`src/core/aabu_map.svh`:
```
// Register offsets, field positions, reset values and opcode constants for the accumulator ALU and branch unit.
`ifndef AABU_MAP_SVH
`define AABU_MAP_SVH
`define AABU_CTRL_OFF     8'h00
`define AABU_ACC_OFF      8'h04
`define AABU_PSW_OFF      8'h08
`define AABU_OPC_OFF      8'h0c
`define AABU_OPND_OFF     8'h10
`define AABU_PC_OFF       8'h14
`define AABU_PRD_OFF      8'h18
`define AABU_RAMD_OFF     8'h1c
`define AABU_STAT_OFF     8'h20
`define AABU_WREG_OFF     8'h40
`define AABU_CTRL_GO_BIT  0
`define AABU_PSW_CY_BIT   7
`define AABU_PSW_AC_BIT   6
`define AABU_PSW_F0_BIT   5
`define AABU_PSW_F1_BIT   4
`define AABU_PSW_BANK_BIT 3
`define AABU_PSW_TF_BIT   2
`define AABU_ACC_RST      8'h00
`define AABU_PC_RST       12'h000
`define AABU_STEP_ONE     8'h01
`define AABU_BCD_SIX      8'h06
`define AABU_BCD_SIXTY    8'h60
`define AABU_OP_SEL_MB0   8'he5
`define AABU_OP_SEL_MB1   8'hf5
`endif

```
`src/core/aabu_pkg.sv`:
```
// Types shared by the accumulator ALU and branch unit.
package aabu_pkg;
	typedef enum logic [1:0] {
		AABU_IDLE = 2'b00,
		AABU_EXEC = 2'b01,
		AABU_DONE = 2'b10
	} aabu_state_t;
	typedef enum logic [3:0] {
		AABU_NOP  = 4'h0,
		AABU_ADD  = 4'h1,
		AABU_ACC_SUM_WITH_CARRY = 4'h2,
		AABU_AND  = 4'h3,
		AABU_OR   = 4'h4,
		AABU_XOR  = 4'h5,
		AABU_INV  = 4'h6,
		AABU_ZERO = 4'h7,
		AABU_DA   = 4'h8,
		AABU_INC  = 4'h9,
		AABU_DEC  = 4'ha,
		AABU_RL   = 4'hb,
		AABU_RLC  = 4'hc,
		AABU_RR   = 4'hd,
		AABU_RRC  = 4'he,
		AABU_SWAP = 4'hf
	} aabu_aluop_t;
endpackage : aabu_pkg

```
`src/core/aabu_alu_if.sv`:
```
// Interface carrying operands and results between the sequencer and the arithmetic unit.
`timescale 1ns/1ps
interface aabu_alu_if;
	aabu_pkg::aabu_aluop_t op;
	logic [7:0]            acc;
	logic [7:0]            operand;
	logic                  carryIn;
	logic                  halfIn;
	logic [7:0]            result;
	logic                  carryOut;
	logic                  halfOut;
	modport ctrl (output op, output acc, output operand, output carryIn, output halfIn,
		input result, input carryOut, input halfOut);
	modport alu (input op, input acc, input operand, input carryIn, input halfIn,
		output result, output carryOut, output halfOut);
endinterface : aabu_alu_if

```
`src/core/aabu_alu.sv`:
```
// Combinational accumulator arithmetic, logic, rotate, swap and decimal adjust.
`timescale 1ns/1ps
`include "aabu_map.svh"
module aabu_alu (
	aabu_alu_if.alu bus
);
	logic [8:0] sum;
	logic [4:0] low;
	logic [8:0] adj;
	always_comb begin
		sum = 9'h000;
		low = 5'h00;
		adj = 9'h000;
		bus.result   = bus.acc;
		bus.carryOut = bus.carryIn;
		bus.halfOut  = bus.halfIn;
		unique case (bus.op)
			aabu_pkg::AABU_ADD, aabu_pkg::AABU_ACC_SUM_WITH_CARRY: begin
				low = {1'b0, bus.acc[3:0]} + {1'b0, bus.operand[3:0]}
					+ {4'h0, bus.op == aabu_pkg::AABU_ACC_SUM_WITH_CARRY && bus.carryIn};
				sum = {1'b0, bus.acc} + {1'b0, bus.operand}
					+ {8'h00, bus.op == aabu_pkg::AABU_ACC_SUM_WITH_CARRY && bus.carryIn};
				bus.result   = sum[7:0];
				bus.carryOut = sum[8];
				bus.halfOut  = low[4];
			end
			aabu_pkg::AABU_AND:  bus.result = bus.acc & bus.operand;
			aabu_pkg::AABU_OR:   bus.result = bus.acc | bus.operand;
			aabu_pkg::AABU_XOR:  bus.result = bus.acc ^ bus.operand;
			aabu_pkg::AABU_INV:  bus.result = ~bus.acc;
			aabu_pkg::AABU_ZERO: bus.result = `AABU_ACC_RST;
			aabu_pkg::AABU_DA: begin
				// Low nibble first, then high nibble; carry only ever gets set, never cleared.
				adj = {1'b0, bus.acc};
				if (bus.halfIn || adj[3:0] > 4'h9)
					adj = adj + {1'b0, `AABU_BCD_SIX};
				if (bus.carryIn || adj[8] || adj[7:4] > 4'h9)
					adj = {1'b1, 8'h00} | ({1'b0, adj[7:0]} + {1'b0, `AABU_BCD_SIXTY});
				bus.result   = adj[7:0];
				bus.carryOut = bus.carryIn | adj[8];
			end
			aabu_pkg::AABU_INC:  bus.result = bus.acc + `AABU_STEP_ONE;
			aabu_pkg::AABU_DEC:  bus.result = bus.acc - `AABU_STEP_ONE;
			aabu_pkg::AABU_RL:   bus.result = {bus.acc[6:0], bus.acc[7]};
			aabu_pkg::AABU_RLC: begin
				bus.result   = {bus.acc[6:0], bus.carryIn};
				bus.carryOut = bus.acc[7];
			end
			aabu_pkg::AABU_RR:   bus.result = {bus.acc[0], bus.acc[7:1]};
			aabu_pkg::AABU_RRC: begin
				bus.result   = {bus.carryIn, bus.acc[7:1]};
				bus.carryOut = bus.acc[0];
			end
			aabu_pkg::AABU_SWAP: bus.result = {bus.acc[3:0], bus.acc[7:4]};
			aabu_pkg::AABU_NOP:  bus.result = bus.acc;
		endcase
	end
endmodule : aabu_alu

```
`src/core/aabu_cond.sv`:
```
// Branch condition selector for the conditional in-page jumps.
`timescale 1ns/1ps
module aabu_cond (
	// Opcode and tested sources
	input  wire logic [7:0] opcode,
	input  wire logic [7:0] acc,
	input  wire logic       carry,
	input  wire logic       userFlagZero,
	input  wire logic       userFlagOne,
	input  wire logic       timerOverflowFlag,
	input  wire logic       testInputZero,
	input  wire logic       testInputOne,
	input  wire logic       intLine,
	// Decision
	output logic            isCond,
	output logic            take
);
	always_comb begin
		isCond = 1'b1;
		take   = 1'b0;
		if (opcode[4:0] == 5'h12)
			take = acc[opcode[7:5]];
		else begin
			unique case (opcode)
				8'hf6: take = carry;
				8'hb6: take = userFlagZero;
				8'h76: take = userFlagOne;
				8'h16: take = timerOverflowFlag;
				8'h36: take = testInputZero;
				8'h56: take = testInputOne;
				8'he6: take = ~carry;
				8'h86: take = ~intLine;
				8'h26: take = ~testInputZero;
				8'h46: take = ~testInputOne;
				8'h96: take = acc != 8'h00;
				8'hc6: take = acc == 8'h00;
				default: isCond = 1'b0;
			endcase
		end
	end
endmodule : aabu_cond

```
`src/core/aabu_unit.sv`:
```
// Accumulator ALU and branch unit with an AXI4-Lite register port.
`timescale 1ns/1ps
`include "aabu_map.svh"
// What this block does
// - Add immediate second byte to accumulator, result into accumulator.
// - Add working register selected by opcode bits 2:0 to accumulator.
// - Indirect add uses working register 0 or 1 as data-memory pointer.
// - Carry-including add forms add carry plus operand to accumulator.
// - AND accumulator with immediate, register or indirect byte.
// - OR accumulator with immediate, register or indirect byte.
// - XOR accumulator with immediate, register or indirect byte.
// - One instruction inverts accumulator, another clears it.
// - Decimal adjust corrects BCD sum; may set carry.
// - Accumulator increment and decrement change value by one.
// - Plain left rotate, bit 7 into bit 0, carry untouched.
// - Left rotate through carry: bit 0 from carry, carry from bit 7.
// - Plain right rotate, bit 0 into bit 7, carry untouched.
// - Right rotate through carry: bit 7 from carry, carry from bit 0.
// - Swap exchanges accumulator nibbles.
// - Decrement register; branch in page if nonzero, else continue.
// - Accumulator-bit branch tests bit chosen by opcode top three bits.
// - Branches on carry, user flags, timer flag set load low PC; else PC+2.
// - Branches on carry clear, interrupt low, test inputs low take when zero.
// - Branch when accumulator nonzero, otherwise skip the instruction.
// - Direct jump: PC[10:8] from opcode top, low byte from operand, bit 11 bank.
// - Indirect page jump loads low PC from program byte at accumulator.
// - Bank flag set by select-bank-1, cleared by select-bank-0.
module aabu_unit (
	// Clock and reset
	input  wire logic        core_clk,
	input  wire logic        rst,
	// AXI4-Lite write address and data
	input  wire logic [7:0]  awaddr,
	input  wire logic [2:0]  awprot,
	input  wire logic        awvalid,
	output logic             awready,
	input  wire logic [31:0] wdata,
	input  wire logic [3:0]  wstrb,
	input  wire logic        wvalid,
	output logic             wready,
	// AXI4-Lite write response
	output logic [1:0]       bresp,
	output logic             bvalid,
	input  wire logic        bready,
	// AXI4-Lite read
	input  wire logic [7:0]  araddr,
	input  wire logic [2:0]  arprot,
	input  wire logic        arvalid,
	output logic             arready,
	output logic [31:0]      rdata,
	output logic [1:0]       rresp,
	output logic             rvalid,
	input  wire logic        rready,
	// Tested pins
	input  wire logic        testInputZero,
	input  wire logic        testInputOne,
	input  wire logic        intLine,
	// Status
	output logic             busy
);
	logic [7:0]  accReg;
	logic [7:0]  pswReg;
	logic [7:0]  opcReg;
	logic [7:0]  opndReg;
	logic [7:0]  prdReg;
	logic [7:0]  ramdReg;
	logic [11:0] pcReg;
	logic [7:0]  wregReg [8];
	logic        awHeld;
	logic        wHeld;
	logic [7:0]  awAddrReg;
	logic [31:0] wDataReg;
	logic [3:0]  wStrbReg;
	logic        wrFire;
	logic        goPulse;
	aabu_pkg::aabu_state_t  stateReg;
	aabu_pkg::aabu_aluop_t  aluOp;
	logic [7:0]  operand;
	logic        aluWrite;
	logic        isCond;
	logic        take;
	logic [7:0]  djnzNext;
	logic [11:0] pcNext;
	logic [2:0]  regSel;
	logic        wregHit;
	aabu_alu_if alu ();
	aabu_alu u_alu (
		.bus (alu.alu)
	);
	aabu_cond u_cond (
		.opcode            (opcReg),
		.acc               (accReg),
		.carry             (pswReg[`AABU_PSW_CY_BIT]),
		.userFlagZero      (pswReg[`AABU_PSW_F0_BIT]),
		.userFlagOne       (pswReg[`AABU_PSW_F1_BIT]),
		.timerOverflowFlag (pswReg[`AABU_PSW_TF_BIT]),
		.testInputZero     (testInputZero),
		.testInputOne      (testInputOne),
		.intLine           (intLine),
		.isCond            (isCond),
		.take              (take)
	);
	// Write channel: address and data are latched independently, in either order.
	assign awready = ~awHeld & ~bvalid;
	assign wready  = ~wHeld & ~bvalid;
	assign wrFire  = awHeld & wHeld & ~bvalid;
	always_ff @(posedge core_clk or posedge rst) begin
		if (rst) begin
			awHeld    <= 1'b0;
			wHeld     <= 1'b0;
			bvalid    <= 1'b0;
			awAddrReg <= 8'h00;
			wDataReg  <= 32'h0000_0000;
			wStrbReg  <= 4'h0;
		end else begin
			if (awvalid && awready) begin
				awHeld    <= 1'b1;
				awAddrReg <= awaddr;
			end
			if (wvalid && wready) begin
				wHeld    <= 1'b1;
				wDataReg <= wdata;
				wStrbReg <= wstrb;
			end
			if (wrFire) begin
				awHeld <= 1'b0;
				wHeld  <= 1'b0;
				bvalid <= 1'b1;
			end else if (bvalid && bready)
				bvalid <= 1'b0;
		end
	end
	assign bresp   = 2'b00;
	assign goPulse = wrFire && awAddrReg == `AABU_CTRL_OFF && wStrbReg[0] && wDataReg[`AABU_CTRL_GO_BIT];
	assign regSel  = awAddrReg[4:2];
	assign wregHit = awAddrReg[7:5] == 3'(`AABU_WREG_OFF >> 5) && wStrbReg[0];
	// Opcode decode onto the arithmetic unit; the operand comes from operand byte, register or memory.
	always_comb begin
		aluOp    = aabu_pkg::AABU_NOP;
		operand  = opndReg;
		aluWrite = 1'b1;
		if (opcReg[7:4] inside {4'h6, 4'h7, 4'h5, 4'h4, 4'hd} && opcReg[3])
			operand = wregReg[opcReg[2:0]];
		else if (opcReg[7:4] inside {4'h6, 4'h7, 4'h5, 4'h4, 4'hd} && opcReg[3:1] == 3'b000)
			operand = ramdReg;
		unique case (opcReg[7:4])
			4'h0: aluOp = opcReg == 8'h03 ? aabu_pkg::AABU_ADD : opcReg == 8'h07 ? aabu_pkg::AABU_DEC
				: aabu_pkg::AABU_NOP;
			4'h1: aluOp = opcReg == 8'h13 ? aabu_pkg::AABU_ACC_SUM_WITH_CARRY : opcReg == 8'h17 ? aabu_pkg::AABU_INC
				: aabu_pkg::AABU_NOP;
			4'h2: aluOp = opcReg == 8'h27 ? aabu_pkg::AABU_ZERO : aabu_pkg::AABU_NOP;
			4'h3: aluOp = opcReg == 8'h37 ? aabu_pkg::AABU_INV : aabu_pkg::AABU_NOP;
			4'h4: aluOp = opcReg == 8'h47 ? aabu_pkg::AABU_SWAP
				: opcReg[3] || opcReg[3:1] == 3'b000 || opcReg == 8'h43 ? aabu_pkg::AABU_OR : aabu_pkg::AABU_NOP;
			4'h5: aluOp = opcReg == 8'h57 ? aabu_pkg::AABU_DA
				: opcReg[3] || opcReg[3:1] == 3'b000 || opcReg == 8'h53 ? aabu_pkg::AABU_AND : aabu_pkg::AABU_NOP;
			4'h6: aluOp = opcReg == 8'h67 ? aabu_pkg::AABU_RRC
				: opcReg[3] || opcReg[3:1] == 3'b000 ? aabu_pkg::AABU_ADD : aabu_pkg::AABU_NOP;
			4'h7: aluOp = opcReg == 8'h77 ? aabu_pkg::AABU_RR
				: opcReg[3] || opcReg[3:1] == 3'b000 ? aabu_pkg::AABU_ACC_SUM_WITH_CARRY : aabu_pkg::AABU_NOP;
			4'hd: aluOp = opcReg[3] || opcReg[3:1] == 3'b000 || opcReg == 8'hd3 ? aabu_pkg::AABU_XOR
				: aabu_pkg::AABU_NOP;
			4'he: aluOp = opcReg == 8'he7 ? aabu_pkg::AABU_RL : aabu_pkg::AABU_NOP;
			4'hf: aluOp = opcReg == 8'hf7 ? aabu_pkg::AABU_RLC : aabu_pkg::AABU_NOP;
			default: aluOp = aabu_pkg::AABU_NOP;
		endcase
		if (aluOp == aabu_pkg::AABU_NOP)
			aluWrite = 1'b0;
	end
	assign alu.op      = aluOp;
	assign alu.acc     = accReg;
	assign alu.operand = operand;
	assign alu.carryIn = pswReg[`AABU_PSW_CY_BIT];
	assign alu.halfIn  = pswReg[`AABU_PSW_AC_BIT];
	assign djnzNext    = wregReg[opcReg[2:0]] - `AABU_STEP_ONE;
	// Next program counter for the branch forms; in-page targets keep bits 11:8.
	always_comb begin
		pcNext = pcReg + 12'h001;
		if (opcReg[4:0] == 5'h04)
			pcNext = {pswReg[`AABU_PSW_BANK_BIT], opcReg[7:5], opndReg};
		else if (opcReg == 8'hb3)
			pcNext = {pcReg[11:8], prdReg};
		else if (opcReg[7:3] == 5'b11101)
			pcNext = djnzNext != 8'h00 ? {pcReg[11:8], opndReg} : pcReg + 12'h002;
		else if (isCond)
			pcNext = take ? {pcReg[11:8], opndReg} : pcReg + 12'h002;
	end
	always_ff @(posedge core_clk or posedge rst) begin
		if (rst)
			stateReg <= aabu_pkg::AABU_IDLE;
		else begin
			unique case (stateReg)
				aabu_pkg::AABU_IDLE: if (goPulse) stateReg <= aabu_pkg::AABU_EXEC;
				aabu_pkg::AABU_EXEC: stateReg <= aabu_pkg::AABU_DONE;
				aabu_pkg::AABU_DONE: stateReg <= aabu_pkg::AABU_IDLE;
				default: stateReg <= aabu_pkg::AABU_IDLE;
			endcase
		end
	end
	assign busy = stateReg != aabu_pkg::AABU_IDLE;
	// Accumulator and flags; software writes lose to an executing instruction.
	always_ff @(posedge core_clk or posedge rst) begin
		if (rst) begin
			accReg <= `AABU_ACC_RST;
			pswReg <= 8'h00;
		end else if (stateReg == aabu_pkg::AABU_EXEC) begin
			if (aluWrite) begin
				accReg <= alu.result;
				pswReg[`AABU_PSW_CY_BIT] <= alu.carryOut;
				pswReg[`AABU_PSW_AC_BIT] <= alu.halfOut;
			end
			if (opcReg == `AABU_OP_SEL_MB1)
				pswReg[`AABU_PSW_BANK_BIT] <= 1'b1;
			else if (opcReg == `AABU_OP_SEL_MB0)
				pswReg[`AABU_PSW_BANK_BIT] <= 1'b0;
		end else if (wrFire && wStrbReg[0]) begin
			if (awAddrReg == `AABU_ACC_OFF)
				accReg <= wDataReg[7:0];
			if (awAddrReg == `AABU_PSW_OFF)
				pswReg <= wDataReg[7:0];
		end
	end
	always_ff @(posedge core_clk or posedge rst) begin
		if (rst)
			pcReg <= `AABU_PC_RST;
		else if (stateReg == aabu_pkg::AABU_EXEC)
			pcReg <= pcNext;
		else if (wrFire && awAddrReg == `AABU_PC_OFF && wStrbReg[0])
			pcReg <= {wDataReg[11:8] & {4{wStrbReg[1]}} | pcReg[11:8] & {4{~wStrbReg[1]}}, wDataReg[7:0]};
	end
	always_ff @(posedge core_clk or posedge rst) begin
		if (rst) begin
			opcReg  <= 8'h00;
			opndReg <= 8'h00;
			prdReg  <= 8'h00;
			ramdReg <= 8'h00;
		end else if (wrFire && wStrbReg[0] && stateReg == aabu_pkg::AABU_IDLE) begin
			if (awAddrReg == `AABU_OPC_OFF)
				opcReg <= wDataReg[7:0];
			if (awAddrReg == `AABU_OPND_OFF)
				opndReg <= wDataReg[7:0];
			if (awAddrReg == `AABU_PRD_OFF)
				prdReg <= wDataReg[7:0];
			if (awAddrReg == `AABU_RAMD_OFF)
				ramdReg <= wDataReg[7:0];
		end
	end
	genvar gi;
	generate
		for (gi = 0; gi < 8; gi++) begin : g_wreg
			always_ff @(posedge core_clk or posedge rst) begin
				if (rst)
					wregReg[gi] <= 8'h00;
				else if (stateReg == aabu_pkg::AABU_EXEC && opcReg[7:3] == 5'b11101 && opcReg[2:0] == 3'(gi))
					wregReg[gi] <= djnzNext;
				else if (wrFire && wregHit && regSel == 3'(gi))
					wregReg[gi] <= wDataReg[7:0];
			end
		end
	endgenerate
	// Read channel: one-cycle answer, unmapped addresses read zero with OKAY.
	assign arready = ~rvalid;
	always_ff @(posedge core_clk or posedge rst) begin
		if (rst) begin
			rvalid <= 1'b0;
			rdata  <= 32'h0000_0000;
		end else if (arvalid && arready) begin
			rvalid <= 1'b1;
			rdata  <= 32'h0000_0000;
			if (araddr[7:5] == 3'(`AABU_WREG_OFF >> 5))
				rdata <= {24'h000000, wregReg[araddr[4:2]]};
			else unique case (araddr)
				`AABU_ACC_OFF:  rdata <= {24'h000000, accReg};
				`AABU_PSW_OFF:  rdata <= {24'h000000, pswReg};
				`AABU_OPC_OFF:  rdata <= {24'h000000, opcReg};
				`AABU_OPND_OFF: rdata <= {24'h000000, opndReg};
				`AABU_PC_OFF:   rdata <= {20'h00000, pcReg};
				`AABU_PRD_OFF:  rdata <= {24'h000000, prdReg};
				`AABU_RAMD_OFF: rdata <= {24'h000000, ramdReg};
				`AABU_STAT_OFF: rdata <= {31'h00000000, busy};
				default:        rdata <= 32'h0000_0000;
			endcase
		end else if (rvalid && rready)
			rvalid <= 1'b0;
	end
	assign rresp = 2'b00;
endmodule : aabu_unit

```
`config.mk`:
```
export PLATFORM = sky130hd
export DESIGN_NAME = aabu_unit
export DESIGN_NICKNAME = d
export VERILOG_FILES = /design/src/core/aabu_pkg.sv /design/src/core/aabu_alu_if.sv /design/src/core/aabu_alu.sv /design/src/core/aabu_cond.sv /design/src/core/aabu_unit.sv
export VERILOG_INCLUDE_DIRS = /design/src /design/src/core
export SDC_FILE = /design/constraint.sdc
export NUM_CORES = 1
export LEC_CHECK = 0
export ABC_AREA = 1
export BUFFER_PORTS_ARGS = -buffer_cell sky130_fd_sc_hd__buf_2
export CAP_MARGIN = 20
export CORE_AREA = 10 10 168 170
export DETAILED_ROUTE_END_ITERATION = 6
export DIE_AREA = 0 0 178 180
export PLACE_DENSITY = 0.71
export SKIP_LAST_GASP = 1
export SLEW_MARGIN = 0
export SYNTH_ARGS = -nofsm -noshare
export SYNTH_HDL_FRONTEND = slang
export SYNTH_SLANG_ARGS = --single-unit
```
`constraint.sdc`:
```
create_clock -name core_clk -period 10.5 [get_ports core_clk]
set_input_delay 2.1 -clock core_clk [delete_from_list [all_inputs] [get_ports core_clk]]
set_output_delay 2.1 -clock core_clk [all_outputs]
set_load 0.01 [all_outputs]
```
# Word-level counts from Yosys, hierarchy flattened
# Index checks and enable logic that the tools add are counted.
[word_totals]
reg_bits = 184
input_bits = 68
out_inout_bits = 42
[op_classes]
add_sub_neg = 11
n_lt_le_gt_ge = 5
n_eq_ne = 98
mux = 86
bitwise = 24
reduce_logical = 81
[ops]
columns = ["cell", "n"]
rows = [
  ["8-bit 2-to-1 mux", 28],
  ["8-bit case mux with 14 select lines", 1],
  ["12-bit 2-to-1 mux", 9],
  ["8-bit == test, second input constant", 12],
  ["12-bit case mux with 8 select lines", 1],
  ["8-bit by 5-bit == test with 1-bit output, second input constant", 11],
  ["8-bit by 7-bit == test with 1-bit output, second input constant", 9],
  ["8-bit binary-select mux with 3-bit select", 2],
  ["4-bit == test, second input constant", 11],
  ["4-bit case mux with 11 select lines", 1],
  ["8-bit by 6-bit == test with 1-bit output, second input constant", 5],
  ["4-bit 2-to-1 mux", 10],
  ["9-bit 2-to-1 mux", 4],
  ["1-bit logical AND", 34],
  ["2-bit nonzero test", 17],
  ["4-bit by 3-bit == test with 1-bit output, second input constant", 8],
  ["8-bit by 4-bit == test with 1-bit output, second input constant", 4],
  ["3-bit == test, second input constant", 8],
  ["8-bit by 3-bit == test with 1-bit output, second input constant", 3],
  ["3-bit by 2-bit == test with 1-bit output, second input constant", 6],
  ["1-bit 2-to-1 mux", 17],
  ["4-bit by 2-bit == test with 1-bit output, second input constant", 4],
  ["8-bit zero test", 2],
  ["8-bit nonzero test", 2],
  ["52 further kinds", 96],
]

# Longest topological paths before layout
# Gate-level depths: netlist of the first run.
[depth]
depth_word = 16
mapped_depth = 26

# Hierarchy
# Synthesis of the first run repeated with hierarchy kept, for this count alone.
[hier_totals]
hier_cells = 1839
area_unflattened_um2 = 12552.0
[by_module_without_submodules]
columns = ["mod", "instances", "cells_each", "area_each_um2", "seq_area_each_um2"]
rows = [
  ["aabu_unit", 1, 1407, 10257.3, 4103.9],
  ["aabu_alu", 1, 318, 1794.2, 0.0],
  ["aabu_cond", 1, 114, 500.5, 0.0],
]

# Worst setup path after synthesis of the first run
# OpenSTA, ideal clock, no wires.
[synth_path]
path_kind = "in2reg"
from = "in araddr[4]"
to = "reg rdata[1]"
setup_time_ns = 0.088
arrival_time_ns = 3.437
t_required_ns = 10.412
slack_ns = 6.975
stages = 10
n_path_buf = 2
path_cell_list = "clkbuf_1 > inv_1 > nor3_1 > inv_1 > nor2_1 > inv_1 > clkbuf_1 > o22ai_1 > a21oi_1 > a41oi_1"
[synth_between]
elab_chain_cells = 5
[synth_rtl]
columns = ["item", "line", "text"]
rows = [
  ["start: declaration", "aabu_unit.sv:46", "input wire logic [7:0] araddr,"],
  ["3-bit inverter with 4-bit output (implied by the code)", "aabu_unit.sv:271", "rdata <= {24'h000000, wregReg[araddr[4:2]]};"],
  ["8-bit binary-select mux with 3-bit select", "aabu_unit.sv:271", ""],
  ["8-bit 2-to-1 mux (implied by the code) (2 in series)", "aabu_unit.sv:271", ""],
  ["12-bit 2-to-1 mux *", "aabu_unit.sv:270", "if (araddr[7:5] == 3'(`AABU_WREG_OFF >> 5))"],
  ["end signal: assignment", "aabu_unit.sv:271", ""],
  ["end signal: assignment", "aabu_unit.sv:273", "`AABU_ACC_OFF: rdata <= {24'h000000, accReg};"],
  ["end signal: assignment", "aabu_unit.sv:274", "`AABU_PSW_OFF: rdata <= {24'h000000, pswReg};"],
  ["end: declaration", "aabu_unit.sv:50", "output logic [31:0] rdata,"],
]
# Mark *: on every way between the ends. The rest lies on a longest branch, timed or not. The select of a mux whose other input is x is not followed.
# A chain may end at the register's enable or synchronous reset.

# Final worst setup path of the first run
[layout_path]
from = "reg opcReg[5]"
to = "reg pswReg[7]"
[layout_between]
elab_chain_cells = 11
[layout_rtl]
columns = ["item", "line", "text"]
rows = [
  ["start: declaration", "aabu_unit.sv:63", "logic [7:0] opcReg;"],
  ["start signal: assignment", "aabu_unit.sv:239", "opcReg <= wDataReg[7:0];"],
  ["parallel branches: the longest is 11 deep, another holds 8-bit by 8-bit adder with 9-bit output", "--", ""],
  ["end signal: indexed assignment", "aabu_unit.sv:209", "pswReg[`AABU_PSW_CY_BIT] <= alu.carryOut;"],
  ["end signal: indexed assignment", "aabu_unit.sv:210", "pswReg[`AABU_PSW_AC_BIT] <= alu.halfOut;"],
  ["end signal: assignment", "aabu_unit.sv:220", "pswReg <= wDataReg[7:0];"],
  ["end: declaration", "aabu_unit.sv:62", "logic [7:0] pswReg;"],
]
# Parallel ways; which one is timed is not known. The select of a mux whose other input is x is not followed.

==> results.toml, run 1 <==
[status]
run_status = "finished, final reports clean"

[timing]
worstMarginPinSlew_ps = 985
finalHoldViolCount = 0
finalSetupViolCount = 0
slew_viol_final = 0
setup_tns_ps = 0
finalCriticalPeriod_ps = 4440
max_freq_ghz = 0.225
slew_headroom_pct = 33.9
rsz0062_at_grt = "false"
finalClockSkew_ps = 14.5
post-route-period-util_pct = 42.3

[synth]
synth_top_area_cell = "dfrtp_1"
synthCells = 1769
async_flop_share_pct = 100
synthAdderAreaFrac_pct = 3.34
synth_compound_area_share_pct = 20.9
ys.warnings.count = 0
synth_edf_count = 0
synth_xor_xnor_area_share_pct = 2.00
synth_area_leaders = "dfrtp_1 33%, nand2_1 14%, inv_1 7.0%"
synth-main-ff-cell = "dfrtp_1"
synthMuxAreaShare_pct = 0.916
synth-seq-area-share_pct = 33.4
ys_seq_elements = 164
synthesis.area_sq_um = 12300
yosysTopAreaCellShare_pct = 33.4
syn_area_per_cell_sq_um = 6.95
synth_top_family_by_area = "simple AND/OR/NAND/NOR gates"
synth-simple-area-share_pct = 28.2
synth_cell_types = 54

[global_route]
grt_use_total_pct = 28.3
grt_max_degree = 62
grt_overflow = 0
grt_antenna_before_repair = 0
grt_pass1_wl_microns = 71600
first_global_vias = 12300

[power_and_ir_drop]
p_per_area_nw_per_um2 = 196
power.leakage_nw = 6.35
ir_drop_v = 0.000145

[cts]
cts-resized-gates = 0
tritoncts = "done"
clock-sinks = 164
cts_setup_buffers = 0
cts_hold_buffers = 0
cts-htree-levels = 4
path_clk_slew_ps = 80
insertion_delay_ps = 440
root_buffer = "clkbuf_16"
cts_made_buffers = 17
cts.path.max_buffers = 2

[setup_path]
reg2reg_depth = 21
crit_arrival_ps = 4760
critPathCaptureType = "flop"
cp-start-kind = "flop"
critPathKind = "flop to flop"
r2r-end = "pswReg[7]$_DFFE_PP0P_"
reg2reg_slack_ps = 6060
worstPathRequired_ps = 10820
cp_max_fo = 13
crit-reg2reg-launch = "opcReg[5]$_DFFE_PP0P_"
cp-startpoint = "opcReg[5]$_DFFE_PP0P_"

[cells_and_area]
drive_above_1_share_pct = 9.56
fin_cells = 2139
fin_area_sq_um = 13300
areaGrowthSynthToFinish_pct = 8.46
diodes = 0
nets = 1895

[placement]
routabilityCongestion = 1.05
post-place-cells = 2107
post_dp_cell_area_sq_um = 12700
dp_hpwl_microns = 34800
portBuffers = 57

[job]
max_cap_viol_count = 0

[floorplanning]
coreArea_sq_um = 24900
initial_core_util_pct = 49.4
die_x_microns = 178
die_height_microns = 180
ios = 110
die-area_sq_um = 32000
rows = 58

[drt]
drt_first_iter_violations = 1740
drc = 0
ant_nets = 0
first_pass_iters = 6
wl_per_cell_microns = 21.7
wirelength_microns = 46400
num_vias = 13100
vias_per_cell = 6.15

[hold_path]
hold_path_class = "flop to flop"
worstHoldPathCells = 2
timing.hold.worst.start = "rdata[11]$_DFFE_PP0P_"
min_to = "rdata[11]$_DFFE_PP0P_"
[cells in the final DEF, fill, tap and decap left out, types with 44 or more instances in the layout]
cell      count
nand2_1     445
inv_1       227
dfrtp_1     164
nor2_1      147
o21ai_0     112
nand3_1     100
a21oi_1      73
buf_2        57
o221ai_1     52
o22ai_1      44
[metal layers]
layer | vias up | track usage, % | share of wire (%)
li1 | 5974 | - | -
met2 | 874 | 42.4 | 44
met4 | 0 | 11.4 | 4.2
met3 | 142 | 6.79 | 12
met1 | 6156 | 38.2 | 40
met5 | - | 0 | 0
[per-stage QoR]
stage / util (%) / setup WS [ps] / hold WS [ps] / total power [mW]
3_5_place_dp: 51.0 / 6090 / 468 / 1.90
6_report: 53.6 / 6060 / 482 / 2.62
2_1_floorplan: - / 3970 / 453 / 1.53
4_1_cts: 53.6 / 6090 / 488 / 2.57
3_3_place_gp: 51.0 / 6150 / 463 / 1.88
5_1_grt: 53.6 / 5560 / 510 / 2.73
[state kept, by name, summed over array words and instances, names as in the netlist, 2 cells and up, named ones only]
| register | count |
|---|---|
| ramdReg | 8 |
| awAddrReg | 8 |
| pswReg | 8 |
| rdata | 12 |
| opcReg | 8 |
| opndReg | 8 |
| stateReg | 2 |
| accReg | 8 |
| wDataReg | 12 |
| pcReg | 8 |
| prdReg | 8 |
| wregReg | 64 |
| wStrbReg | 2 |
[report_power, final]
| group | switching [mW] | total (mW) | internal, mW |
|---|---|---|---|
| clock | 0.323 | 0.670 | 0.347 |
| combinational | 0.764 | 1.03 | 0.270 |
| sequential | 0.145 | 0.913 | 0.768 |
[final cells by class]
| class | count | area [sq um] |
|---|---|---|
| clock inverters | 15 | 205 |
| multi-input cells | 1299 | 6900 |
| well taps | 330 | 413 |
| inverters | 248 | 936 |
| clock buffers | 17 | 425 |
| flip-flops and latches | 164 | 4100 |
| fillers | 2476 | 11600 |
| repair buffers | 66 | 353 |
[cell usage after synthesis, types with 17 or more instances]
master    count
a21oi_1      73
a221oi_1     21
a22oi_1      20
buf_4        27
clkbuf_1     34
dfrtp_1     164
ha_1         28
inv_1       228
nand2_1     445
nand3_1     100
nand4_1      27
nor2_1      148
nor3_1       31
o211ai_1     20
o21ai_0     112
o21ai_1      17
o221ai_1     52
o22ai_1      44
xor2_1       23
[worst max path at each step]
stage / to / slack [ps] / cells after the start
2_1_floorplan: async pin / 3970 / 1
3_3_place_gp: pswReg[7]$_DFFE_PP0P_ / 6150 / 21
3_5_place_dp: pswReg[7]$_DFFE_PP0P_ / 6090 / 21
4_1_cts: pswReg[7]$_DFFE_PP0P_ / 6090 / 21
5_1_grt: pswReg[7]$_DFFE_PP0P_ / 5560 / 21
6_report: pswReg[7]$_DFFE_PP0P_ / 6060 / 21
[critical path, cell delays in order (launching register included)]
cell and delay (ps):
dfrtp_1 470, inv_1 340, nand2_1 190, nor2_1 230, a21oi_1 110, nor3_1 730
inv_1 260, o211ai_1 230, nand2_1 160, fa_1 460, nand3_1 90, nand2_1 100
a21oi_1 150, o21ai_0 140, nand2_1 90, nand2_1 50, a21oi_1 120, o22ai_1 80
o21ai_1 130, o21ai_0 90, nand2_1 60, o21ai_1 50
[cells by family after synthesis]
logic type               Yosys count
adder cells (fa/ha/maj)           31
multiplexers                      10
other                              1
flip-flops                       164
buffers and inverters            329
XOR/XNOR                          28
AO/OA/AOI/OAI                    402
AND/OR/NAND/NOR                  804
Note: power is estimated with default switching activity, not from simulation.
==> inputs of run 2 (changes only) <==
Settings changed: PLACE_DENSITY 0.71 to 0.74.
Clock period 10.5 ns to 3.9 ns, I/O delays scaled along.
==> run 2 against run 1 <==
Net effect:
- worst hold slack improved by 10 ps
- non-clock buffer count rose by 41
- critical path depth rose by 1
- worst setup slack got worse by 5800 ps
- sequential power rose to 2.7 times the previous value
- core utilization rose by 1.4 points
- combinational power rose to 2.8 times the previous value
- clock skew rose by 0.53 ps
- critical endpoint is now accReg[7]$_DFFE_PP0P_
- largest cell class unchanged
==> results.toml, run 2 (same netlist as run 1, synthesis figures left out) <==
[timing]
max_freq_ghz = 0.277
rsz0062_at_grt = "false"
finalSetupViolCount = 0
finalClockSkew_ps = 15.0
finalCriticalPeriod_ps = 3620
finalHoldViolCount = 0
post-route-period-util_pct = 92.7
slew_headroom_pct = 35.4
setup_tns_ps = 0
slew_viol_final = 0
worstMarginPinSlew_ps = 969

[power_and_ir_drop]
intPower_mw = 3.77
pwr-share-comb_pct = 40.7
p_sw_mw = 3.34
p_per_area_nw_per_um2 = 520
power.leakage_nw = 6.57
switching_share_pct = 47.0
p_seq_share_pct = 34.4
clkPwrFrac_pct = 24.9
ir_drop_v = 0.000652

[cells_and_area]
nets = 1936
nFillCells = 2416
diodes = 0
largest_reg_flops = 64
final_cell_mix = "443 x nand2_1, 227 x inv_1, 163 x dfrtp_1, 146 x nor2_1, 110 x o21ai_0"
top_regs = "wregReg x64, rdata x12, wDataReg x12"
fin_area_sq_um = 13700
regMostFlops = "wregReg"
drive_above_1_share_pct = 12.0
areaGrowthSynthToFinish_pct = 11.2
layout_commonest_cell = "nand2_1"
fin_cells = 2180

[setup_path]
worstPathRequired_ps = 4270
cp-startpoint = "opcReg[1]$_DFFE_PP0P_"
endpoint = "accReg[7]$_DFFE_PP0P_"
cp_max_fo = 17
cp-start-kind = "flop"
critPathKind = "flop to flop"
crit_arrival_ps = 3990
reg2reg_depth = 22
reg2reg_slack_ps = 280
critPathCaptureType = "flop"
crit-reg2reg-launch = "opcReg[1]$_DFFE_PP0P_"
r2r-end = "accReg[7]$_DFFE_PP0P_"

[floorplanning]
die_x_microns = 178
ios = 110
die-area_sq_um = 32000
initial_core_util_pct = 49.4
coreArea_sq_um = 24900
rows = 58
die_height_microns = 180

[cts]
tritoncts = "done"
path_clk_slew_ps = 80
cts-htree-levels = 4
clock-sinks = 164
insertion_delay_ps = 450
cts_made_buffers = 17
root_buffer = "clkbuf_16"
cts.path.max_buffers = 2
cts_hold_buffers = 0

[global_route]
grt_pass1_wl_microns = 73400
grt_overflow = 0
grt_max_degree = 165
top_usage_layer = "met2"
gr-usage-met2_pct = 42.8
grt_util_met1_pct = 41.0
grt_use_total_pct = 29.5
first_global_vias = 12400
grt_use_met3_pct = 7.04
grt_antenna_before_repair = 0

[drt]
first_pass_iters = 6
wl_per_cell_microns = 21.9
drt_first_iter_violations = 2025
wirelength_microns = 47700
num_vias = 13200
drc = 0
ant_nets = 0
vias_per_cell = 6.07

[job]
max_cap_viol_count = 0

[placement]
portBuffers = 57
post_dp_cell_area_sq_um = 13000
post-place-cells = 2146
routabilityCongestion = 1.03
dp_hpwl_microns = 36000

[hold_path]
hold_path_class = "flop to flop"

[status]
run_status = "finished, final reports clean"
-- run 2: cell types whose count changed in the layout (fill, tap and decap cells not counted), moves of 2 or more --
cell        delta
o21ai_0        -2
clkinv_8       -3
clkinvlp_4     +2
buf_4         +39
nand2_1        -2
buf_12         +2
-- run 2: layer usage --
layer,share of wire (%),wire length [microns]
met4,4.2,2010
met2,42,20200
met3,12,5590
met5,0,0
met1,42,19900
-- run 2: what timing repair did --
item | in CTS | in global routing
endpoints found under the hold margin | 0 | 0
endpoints found under the setup margin | 0 | 3
gates resized for setup | 0 | 11
buffers inserted | 0 | 2
-- run 2: how the worst min path moves through the flow --
stage                            from                      to  slack, ps  cells past startpoint
6_report         rdata[9]$_DFFE_PP0P_    rdata[9]$_DFFE_PP0P_        490                      2
5_1_grt                        bready      bvalid$_DFFE_PP0P_        510                      2
4_1_cts          rdata[8]$_DFFE_PP0P_    rdata[8]$_DFFE_PP0P_        490                      2
3_5_place_dp     rdata[8]$_DFFE_PP0P_    rdata[8]$_DFFE_PP0P_        470                      2
3_3_place_gp    rdata[11]$_DFFE_PP0P_   rdata[11]$_DFFE_PP0P_        460                      2
2_1_floorplan  opndReg[2]$_DFFE_PP0P_  opndReg[2]$_DFFE_PP0P_        450                      2
-- run 2: cell type report --
type | instances | area [sq um] | area share (%)
well taps | 330 | 413 | 3.02
multi-input cells | 1299 | 6930 | 50.6
flip-flops and latches | 164 | 4110 | 30.0
repair buffers | 107 | 686 | 5.01
clock buffers | 17 | 425 | 3.11
clock inverters | 15 | 184 | 1.35
inverters | 248 | 935 | 6.84
-- run 2: through the flow --
step | utilization [%] | setup slack (ps) | power [mW] | hold slack, ps
after floorplan | - | 609 | 4.13 | 453
after global placement | 52.3 | 217 | 5.18 | 464
after detailed placement | 52.3 | 173 | 5.23 | 475
after CTS | 54.7 | 167 | 6.98 | 494
after global routing | 54.9 | 16.7 | 7.44 | 508
final | 54.9 | 284 | 7.11 | 492
-- run 2: power groups by stage --
stage | registers [mW] | logic (mW) | clock network (mW)
after global routing | 2.48 | 3.12 | 1.85
after detailed placement | 2.45 | 2.77 | 0
after global placement | 2.44 | 2.74 | 0
after CTS | 2.43 | 2.78 | 1.77
after floorplan | 2.31 | 1.82 | 0
final | 2.45 | 2.89 | 1.77
-- run 2: critical path: stages, from the launching register on --
cell      delay [ps]
dfrtp_1          420
buf_4            230
inv_2            250
nand2_2          130
inv_2            180
nand2_1           90
nand3_2          140
nand2_4          100
nand2_1           60
o21ai_1          110
ha_1             390
a21oi_1          180
nand2_1          100
a21oi_1          250
o21bai_1         140
nand2_1           70
nand2_1           50
a21oi_1          150
xnor2_1          130
inv_1             50
a21oi_1          130
nand2_1           70
a21oi_1          120
